$ cat config.mk
export PLATFORM = sky130hd
export DESIGN_NAME = dac_serial_frame_input
export DESIGN_NICKNAME = d
export VERILOG_FILES = /design/src/hw/pin_sync3.v /design/src/hw/dac_serial_frame_input.v
export VERILOG_INCLUDE_DIRS = /design/src /design/src/hw
export SDC_FILE = /design/constraint.sdc
export NUM_CORES = 1
export LEC_CHECK = 0
export BUFFER_PORTS_ARGS = -buffer_cell sky130_fd_sc_hd__buf_4
export CAP_MARGIN = 10
export CORE_MARGIN = 3
export CORE_UTILIZATION = 40
export CTS_BUF_LIST = sky130_fd_sc_hd__clkbuf_8 sky130_fd_sc_hd__clkbuf_16
export DETAILED_ROUTE_END_ITERATION = 8
export HOLD_SLACK_MARGIN = 0.05
export PLACE_DENSITY = 0.55
export SLEW_MARGIN = 20
export SYNTH_ARGS = -nofsm -noshare
export SYNTH_HDL_FRONTEND = slang
export SYNTH_SLANG_ARGS = --single-unit
$ cat constraint.sdc
create_clock -name core_clk -period 4.7 [get_ports core_clk]
set_clock_uncertainty 0.05 [all_clocks]
set_input_delay 0.235 -clock core_clk [delete_from_list [all_inputs] [get_ports core_clk]]
set_output_delay 0.235 -clock core_clk [all_outputs]
set_load 0.005 [all_outputs]
$ cat src/hw/dac_serial_map.vh
// Purpose: Named constants for the serial frame front end of the eight-channel converter.
// Assumes: Included by bare name from the design files.
// Notes:   Definitions only.
`ifndef DAC_SERIAL_MAP_VH
`define DAC_SERIAL_MAP_VH

// Frame geometry.
`define WORD_BITS        16
`define COUNT_BITS       5
`define COUNT_FULL       5'h10
`define COUNT_ABORT      5'h0F
`define COUNT_MAX        5'h1F
`define COUNT_ZERO       5'h00
`define COUNT_STEP       5'h01

// Fields of the committed word.
`define CMD_MSB          15
`define CMD_LSB          13
`define CHAN_MSB         12
`define CHAN_LSB         10
`define TERM_MSB         9
`define TERM_LSB         8
`define DATA_MSB         7
`define DATA_LSB         0

// Command codes.
`define CMD_WRITE_REG    3'h0
`define CMD_WRITE_UPDATE 3'h1
`define CMD_POWER_DOWN   3'h2
`define CMD_UPDATE_ALL   3'h3
`define CMD_WRITE_ALL    3'h4

// Channel layout and reset values.
`define CHANNELS         8
`define CODE_BITS        8
`define CODE_RESET       8'h00
`define WORD_RESET       16'h0000
`define PD_RESET         8'h00
`define TERM_RESET       2'h0

`endif

$ cat src/hw/pin_sync3.v
// Purpose: Three-stage synchroniser with agreement filter for one asynchronous pin.
// Assumes: Pin is asynchronous to core_clk.
// Notes:   The level only changes once the second and third stages agree.
`timescale 1ns/1ps
module pin_sync3
#(
  parameter RESET_LEVEL = 1'b0
)
(
  input  wire core_clk,
  input  wire reset_n,
  input  wire pin,
  output reg  level
);

  reg stage1;
  reg stage2;
  reg stage3;

  // Stage one feeds only stage two, so a metastable value never reaches logic.
  always @(posedge core_clk or negedge reset_n)
  begin
    if (!reset_n)
    begin
      stage1 <= RESET_LEVEL;
      stage2 <= RESET_LEVEL;
      stage3 <= RESET_LEVEL;
      level  <= RESET_LEVEL;
    end
    else
    begin
      stage1 <= pin;
      stage2 <= stage1;
      stage3 <= stage2;
      if (stage2 == stage3)
        level <= stage3;
    end
  end

endmodule

$ cat src/hw/dac_serial_frame_input.v
// Purpose: Serial write front end of an eight-channel 8-bit converter with daisy-chain output.
// Assumes: core_clk at 125 MHz; serial clock, frame sync and data arrive asynchronously and
//          are oversampled, so the serial clock must stay well below a quarter of core_clk.
// Notes:   Word fields: [15:13] command, [12:10] channel, [9:8] power-down termination,
//          [7:0] code.
// Functional notes
// [RULE1] After frame sync falls, shift data in on each serial clock falling edge.
// [RULE2] Chain output carries shifted-out data only after more than 16 clock cycles.
// [RULE3] Frame sync rising after the sixteenth falling edge commits the word and updates.
// [RULE4] Frame sync rising before the fifteenth falling edge aborts; converter state unchanged.
// [RULE5] Committed word selects mode, power-down condition and channel register or output value.
// [RULE6] After power-up all channel outputs stay zero until a first valid word.
// [RULE7] Frame sync rising between fifteenth and sixteenth falling edge also aborts.
`timescale 1ns/1ps
`include "dac_serial_map.vh"
module dac_serial_frame_input
(
  input  wire        core_clk,
  input  wire        reset_n,
  input  wire        serial_clk,
  input  wire        frame_sync_n,
  input  wire        serial_in,
  output reg         chain_out,
  output reg  [15:0] committed_word,
  output reg         word_commit,
  output reg         frame_abort,
  output reg  [63:0] channel_code,
  output reg  [7:0]  channel_power_down,
  output reg  [1:0]  power_down_term,
  output reg         outputs_valid
);

  wire sclk_level;
  wire sync_level;
  wire data_level;

  reg        sclk_prev;
  reg        sync_prev;
  reg [15:0] shift_word;
  reg [4:0]  edge_count;
  reg [7:0]  input_reg [0:7];

  wire sclk_fall;
  wire sync_fall;
  wire sync_rise;
  wire frame_open;

  wire [2:0] word_cmd;
  wire [2:0] word_chan;
  wire [7:0] word_data;
  wire [1:0] word_term;

  integer i;

  pin_sync3 #(.RESET_LEVEL(1'b1)) u_sync_sclk
  (
    .core_clk (core_clk),
    .reset_n  (reset_n),
    .pin      (serial_clk),
    .level    (sclk_level)
  );

  pin_sync3 #(.RESET_LEVEL(1'b1)) u_sync_frame
  (
    .core_clk (core_clk),
    .reset_n  (reset_n),
    .pin      (frame_sync_n),
    .level    (sync_level)
  );

  pin_sync3 #(.RESET_LEVEL(1'b0)) u_sync_data
  (
    .core_clk (core_clk),
    .reset_n  (reset_n),
    .pin      (serial_in),
    .level    (data_level)
  );

  always @(posedge core_clk or negedge reset_n)
  begin
    if (!reset_n)
    begin
      sclk_prev <= 1'b1;
      sync_prev <= 1'b1;
    end
    else
    begin
      sclk_prev <= sclk_level;
      sync_prev <= sync_level;
    end
  end

  assign sclk_fall  = sclk_prev & ~sclk_level;
  assign sync_fall  = sync_prev & ~sync_level;
  assign sync_rise  = ~sync_prev & sync_level;
  assign frame_open = ~sync_level;

  // A clock edge that coincides with the frame sync fall is taken as part of the frame.
  always @(posedge core_clk or negedge reset_n)
  begin
    if (!reset_n)
    begin
      shift_word <= `WORD_RESET;
      edge_count <= `COUNT_ZERO;
      chain_out  <= 1'b0;
    end
    else if (sync_fall)
    begin
      shift_word <= `WORD_RESET;
      chain_out  <= 1'b0;
      if (sclk_fall)
      begin
        shift_word <= {{(`WORD_BITS-1){1'b0}}, data_level}; // [RULE1]
        edge_count <= `COUNT_STEP;
      end
      else
        edge_count <= `COUNT_ZERO;
    end
    else if (frame_open && sclk_fall)
    begin
      shift_word <= {shift_word[`WORD_BITS-2:0], data_level}; // [RULE1]
      if (edge_count != `COUNT_MAX)
        edge_count <= edge_count + `COUNT_STEP;
      // The bit leaving the top only goes out once a whole word is already held.
      if (edge_count >= `COUNT_FULL)
        chain_out <= shift_word[`WORD_BITS-1]; // [RULE2]
      else
        chain_out <= 1'b0;
    end
    else if (!frame_open)
    begin
      edge_count <= `COUNT_ZERO;
      chain_out  <= 1'b0; // [RULE2]
    end
  end

  // Word fields.
  assign word_cmd  = shift_word[`CMD_MSB:`CMD_LSB];
  assign word_chan = shift_word[`CHAN_MSB:`CHAN_LSB];
  assign word_term = shift_word[`TERM_MSB:`TERM_LSB];
  assign word_data = shift_word[`DATA_MSB:`DATA_LSB];

  // Commit or abort on the frame sync rising edge.
  always @(posedge core_clk or negedge reset_n)
  begin
    if (!reset_n)
    begin
      committed_word <= `WORD_RESET;
      word_commit    <= 1'b0;
      frame_abort    <= 1'b0;
    end
    else
    begin
      word_commit <= 1'b0;
      frame_abort <= 1'b0;
      if (sync_rise)
      begin
        if (edge_count >= `COUNT_FULL)
        begin
          committed_word <= shift_word; // [RULE3]
          word_commit    <= 1'b1; // [RULE3]
        end
        else if (edge_count < `COUNT_ABORT)
          frame_abort <= 1'b1; // [RULE4]
        else
          frame_abort <= 1'b1; // [RULE7]
      end
    end
  end

  // Converter state only moves on a committed word, so an aborted frame leaves it untouched.
  always @(posedge core_clk or negedge reset_n)
  begin
    if (!reset_n)
    begin
      for (i = 0; i < `CHANNELS; i = i + 1)
        input_reg[i] <= `CODE_RESET;
      channel_code       <= {`CHANNELS{`CODE_RESET}}; // [RULE6]
      channel_power_down <= `PD_RESET;
      power_down_term    <= `TERM_RESET;
      outputs_valid      <= 1'b0; // [RULE6]
    end
    else if (sync_rise && edge_count >= `COUNT_FULL)
    begin
      case (word_cmd) // [RULE5]
        `CMD_WRITE_REG:
        begin
          input_reg[word_chan] <= word_data;
        end
        `CMD_WRITE_UPDATE:
        begin
          input_reg[word_chan] <= word_data;
          for (i = 0; i < `CHANNELS; i = i + 1)
          begin
            if (i == word_chan)
              channel_code[i*`CODE_BITS +: `CODE_BITS] <= word_data;
            else
              channel_code[i*`CODE_BITS +: `CODE_BITS] <= input_reg[i];
          end
          outputs_valid <= 1'b1;
        end
        `CMD_POWER_DOWN:
        begin
          channel_power_down <= word_data;
          power_down_term    <= word_term;
        end
        `CMD_UPDATE_ALL:
        begin
          for (i = 0; i < `CHANNELS; i = i + 1)
            channel_code[i*`CODE_BITS +: `CODE_BITS] <= input_reg[i];
          outputs_valid <= 1'b1;
        end
        `CMD_WRITE_ALL:
        begin
          for (i = 0; i < `CHANNELS; i = i + 1)
          begin
            input_reg[i] <= word_data;
            channel_code[i*`CODE_BITS +: `CODE_BITS] <= word_data;
          end
          outputs_valid <= 1'b1;
        end
        default:
        begin
          input_reg[word_chan] <= input_reg[word_chan];
        end
      endcase
    end
  end

endmodule

==> results.cfg, run 1 <==
[run_status]
run_status = completed

[logic_synthesis]
synth_area_um2 = 9670
ys_types = 69
synthFlopType = dfrtp_1
syn_inst = 966
async_flop_share_pct = 100
synth.area.top_cells = dfrtp_1 (47%), mux2i_1 (5.6%), o21ai_0 (3.9%)
synth_area_per_cell_um2 = 10.0
yosys_warnings = 0
ys_seq_elements = 193
syn_nets = 973
synth_edf_count = 0
synth_top_cell_by_area = dfrtp_1
synth_top_area_share_pct = 47.3
ys_seq_area_share_pct = 50.1

[min_path]
hold_path_depth = 0
min_path_type = flop to flop

[power]
switching_share_pct = 24.4
clkPwrFrac_pct = 46.5
p_leak_uw = 0.00516
comb_power_share_pct = 2.9
seqPwrFrac_pct = 50.6
ir_drop_v = 0.000195
p_int_uw = 2520
p_per_area_nw_per_um2 = 296
finalPower_uw = 3340
switchingPower_uw = 816

[worst_setup_path]
crit_type = flop to flop
path_cells = nand3b_4 -> inv_2 -> nand2_1 -> a21oi_1 -> o22a_1
start_kind = flop
cp_slowest_stage_delay_ns = 0.72
crit_fanout = 25
ff2ff_path_depth = 5
worst-path-stages = 5
cp_slowest_cell = a21oi_1
path_buf_inv = 1
cp_data_required_time_ns = 5.02
critPathArrivalTime_ns = 3.04
r2r_setup_slack_ns = 1.99
end_kind = flop
cp_top_family = compound AO/OA/AOI/OAI gates

[finish]
drive_gt1_share_pct = 20.9
final_common_cell = dfrtp_1
n_antenna_cell = 0
final_cell_mix = dfrtp_1 (183), buf_4 (115), nor2_1 (97)
syn_to_final_growth_pct = 16.6
final-instance-count-excl-fill = 1363
nets = 1038
fillerInstances = 2258

[place]
routabilityCongestion = 0.821
port_buffers = 98
dp_cells = 1327
dpl.hpwl_mm = 18.6
place_worst_setup_slack_ns = 2.05

[clock_network]
cts_sinks = 193
cts_root_buffer = clkbuf_16
clockBufferDepth = 2
clk_pin_slew_ns = 0.08
cts-buffers-inserted = 17
cts_setup_buffers = 0
cts_tree = done
clk_latency_ns = 0.44
cts_max_level = 4

[grt]
grt_max_degree = 130
grt_antenna_before_repair = 0
grt_use_total_pct = 22.7
grt_pass1_vias = 7727
grt_first_pass_wirelength_mm = 46.4
gr-total-overflow = 0

[floorplan]
num_rows = 56
initial_utilization_pct = 41.0
pin_count = 99
die-area_um2 = 26100
die_w_um = 162
die-height_um = 162
core_area_um2 = 23600

[timing]
setup_viol = 0
fin_crit_ns = 2.71
setup_ws_ns = 1.99
fmax_ghz = 0.369
rsz0062_at_grt = false
final_hold_viol_count = 0
period_share_pct = 57.7
slew_headroom_pct = 27.5
slew_violations = 0
setup_tns_ns = 0
tightest_slew_ns = 1.09

[routing]
drt_wl_total_mm = 29.5
drtAntennaViolNets = 0
wl_per_cell_um = 21.6
vias = 8030
dr.pass1.iters = 5
via_per_inst = 5.89
drt-initial-drc-count = 699
drc_errors = 0

[flow_run]
drv_cap = 0
[stage by stage]
step / instance area (um^2) / hold slack (ns) / utilization [%]
floorplan: 9670 / -0.111 / -
global placement: 10600 / 0.283 / 45.0
detailed placement: 10600 / 0.287 / 45.0
CTS: 11300 / 0.306 / 47.8
global route: 11300 / 0.312 / 47.8
finish: 11300 / 0.304 / 47.8
[power groups by stage]
stage                     clock, uW  combinational (uW)  sequential [uW]
after floorplan                   0                35.5             1720
after global placement            0                96.0             1720
after detailed placement          0                97.1             1720
after CTS                      1570                99.9             1690
after global routing           1630                 110             1690
final                          1550                97.6             1690
[cells in the mapped netlist (10+ instances only)]
master     instances
mux2_2            29
o21ai_0           76
mux2i_1           54
a31oi_1           56
nor4_1            11
a21oi_1           21
o22a_1            27
a22o_1            27
nand3_1           62
dfrtp_1          183
inv_1             16
nor2_1            97
a222oi_1          12
nor3_1            14
buf_2             30
clkbuf_1          34
nand2_1           74
o2111ai_1         20
dfstp_2           10
[per-layer routing]
metal / GRT usage (%) / share of wire (%)
met1: 33.5 / 47
met2: 34.6 / 45
met3: 3.77 / 6.2
met4: 6.53 / 2.2
met5: 0 / 0
[cell families after synthesis]
logic type,share of synthesized area (%)
AND/OR/NAND/NOR,15.1
AO/OA/AOI/OAI,20.4
flip-flops,50.1
buffers and inverters,4.46
multiplexers,9.31
adder cells (fa/ha/maj),0.569
XOR/XNOR,0.181
[worst register-to-register path: stages, from the launching register on]
cell and delay [ns]:
dfstp_2 0.60, nand3b_4 0.32, inv_2 0.44, nand2_1 0.28, a21oi_1 0.72, o22a_1 0.24
[cell type report]
class	count	area [um^2]	share of cell area, %
Tap cell	319	399	3.54
Timing Repair Buffer	122	957	8.48
Inverter	17	63.8	0.565
Sequential cell	193	4840	42.9
Clock inverter	14	171	1.52
Multi-Input combinational cell	680	4410	39.1
Clock buffer	18	439	3.89
[repair_timing]
| item | CTS | global route |
|---|---|---|
| hold buffers | 4 | 0 |
| hold endpoints to repair | 113 | 0 |
| resized for setup | 0 | 0 |
[final timing paths]
kind                                     from             endpoint
min                        u_sync_data.stage1   u_sync_data.stage2
max reg2reg                u_sync_frame.level                 flop
min reg2reg                u_sync_data.stage1   u_sync_data.stage2
max in group asynchronous             reset_n  u_sync_frame.stage1
max                        u_sync_frame.level                 flop
min in group asynchronous             reset_n     channel_code[59]
Power figures use the tool's default switching activity.
==> run 2, diff against run 1 <==
Settings changed: PLACE_DENSITY 0.55 to 0.57.
Clock period 4.7 ns to 2.4 ns, I/O delays scaled along.
==> run 2 against run 1 <==
Against the previous run: final cell count rose by 2.2%; worst hold slack got worse by 0.11 ns; critical path depth did not move; register-to-register slack got worse by 1.8 ns; via count rose by 1.6%; die area did not move; total power rose by 94%; cell area rose by 2.2%; largest cell class unchanged; largest power group unchanged; highest routed layer unchanged.
==> results.cfg, run 2 (synthesis results as in run 1) <==
[power]
p_int_uw = 5020
seqPwrFrac_pct = 51.4
p_leak_uw = 0.00534
comb_power_share_pct = 2.8
ir_drop_v = 0.000483
switching_share_pct = 22.5
clkPwrFrac_pct = 45.8
switchingPower_uw = 1450
p_per_area_nw_per_um2 = 561

[finish]
syn_to_final_growth_pct = 19.3
n_antenna_cell = 0
fillerInstances = 2204
final_cell_mix = dfrtp_1 (182), buf_4 (142), nor2_1 (97)
final_common_cell = dfrtp_1
drive_gt1_share_pct = 22.7
nets = 1068

[worst_setup_path]
cp_data_required_time_ns = 2.67
path_buf_inv = 1
crit_fanout = 16
cp_top_family = simple AND/OR/NAND/NOR gates
crit_type = flop to flop
path_cells = buf_4 -> or3b_1 -> nand2_2 -> o2111ai_1 -> o22a_1
start_kind = flop
critPathArrivalTime_ns = 2.52
end_kind = flop
cp_slowest_cell = or3b_1
cp_slowest_stage_delay_ns = 0.63

[timing]
period_share_pct = 93.8
final_hold_viol_count = 0
rsz0062_at_grt = false
fin_crit_ns = 2.25
fmax_ghz = 0.444
slew_violations = 0
tightest_slew_ns = 1.00
setup_tns_ns = 0
setup_viol = 0
setup_ws_ns = 0.149
slew_headroom_pct = 33.0

[routing]
drtAntennaViolNets = 0
via_per_inst = 5.86
dr.pass1.iters = 5
drt_wl_total_mm = 29.4
drc_errors = 0
vias = 8157
wl_per_cell_um = 21.1
drt-initial-drc-count = 671

[clock_network]
cts_tree = done
cts_setup_buffers = 0
clk_latency_ns = 0.44
cts_root_buffer = clkbuf_16
cts_sinks = 193
clk_pin_slew_ns = 0.07
clockBufferDepth = 2
cts_max_level = 4
cts-buffers-inserted = 17

[place]
dpl.hpwl_mm = 20.3
port_buffers = 98
place_worst_setup_slack_ns = 0.163
routabilityCongestion = 0.892

[grt]
grt_pass1_vias = 7846
grt_use_total_pct = 22.6
grt_max_degree = 61
grt_first_pass_wirelength_mm = 46.5
gr-total-overflow = 0
grt_antenna_before_repair = 0

[floorplan]
initial_utilization_pct = 41.0
die_w_um = 162
pin_count = 99
core_area_um2 = 23600
num_rows = 56
die-area_um2 = 26100
die-height_um = 162

[run_status]
run_status = completed

[flow_run]
drv_cap = 0

[min_path]
min_path_type = primary input to async pin
[run 2: metrics by stage]
stage	cells	hold WS [ns]	util, %	instance area [um^2]	total power (uW)
6_report	1393	0.191	48.9	11500	6470
5_1_grt	1393	0.222	48.9	11500	6650
4_1_cts	1393	0.208	48.8	11500	6510
3_5_place_dp	1357	0.106	46.1	10900	3570
3_3_place_gp	1357	0.105	46.1	10900	3570
2_1_floorplan	966	-0.226	-	9670	3430
[run 2: path summary, 6_finish.rpt]
kind                                     from            endpoint  slack, ns  cells past startpoint
min                                   reset_n    channel_code[58]       0.19                      2
min in group core_clk               serial_in  u_sync_data.stage1       0.28                      2
min reg2reg                u_sync_data.stage1  u_sync_data.stage2       0.30                      0
max reg2reg                    shift_word[12]                flop       0.15                      5
max in group asynchronous             reset_n  u_sync_sclk.stage3       1.32                      3
max                            shift_word[12]                flop       0.15                      5
[run 2: layout make-up]
type	count	area, um^2	area share, %
Sequential cell	193	4840	42.0
Multi-Input combinational cell	680	4410	38.2
Inverter	17	63.8	0.553
Clock buffer	19	453	3.93
Clock inverter	13	146	1.27
Timing Repair Buffer	152	1220	10.6
Tap cell	319	399	3.46
[run 2: repair_timing]
action	in CTS	in global routing
endpoints found under the hold margin	60	0
hold buffers	4	0
setup endpoints to repair	0	1
gates resized for setup	0	1
[run 2: worst reg2reg max path: cells and delay by family (launching register included)]
kind / cells / cell delay (ns)
AOI/OAI and AO/OA: 2 / 0.36
buffers and inverters: 1 / 0.26
DFF: 1 / 0.57
and+or+nand+nor: 2 / 0.91
[run 2: power by group through the flow]
stage          Clock, uW  Combinational [uW]  Sequential, uW
2_1_floorplan          0                69.5            3360
3_3_place_gp           0                 179            3390
3_5_place_dp           0                 180            3390
4_1_cts             3000                 186            3330
5_1_grt             3110                 202            3330
6_report            2960                 181            3330
[run 2: metal layers]
metal  share of wire, %  vias up  track usage (%)
li1                   -     3787                -
met5                  0        -                0
met1                 46     4010             33.5
met3                6.3       43             3.39
met2                 45      317             34.2
met4                2.2        0             6.92
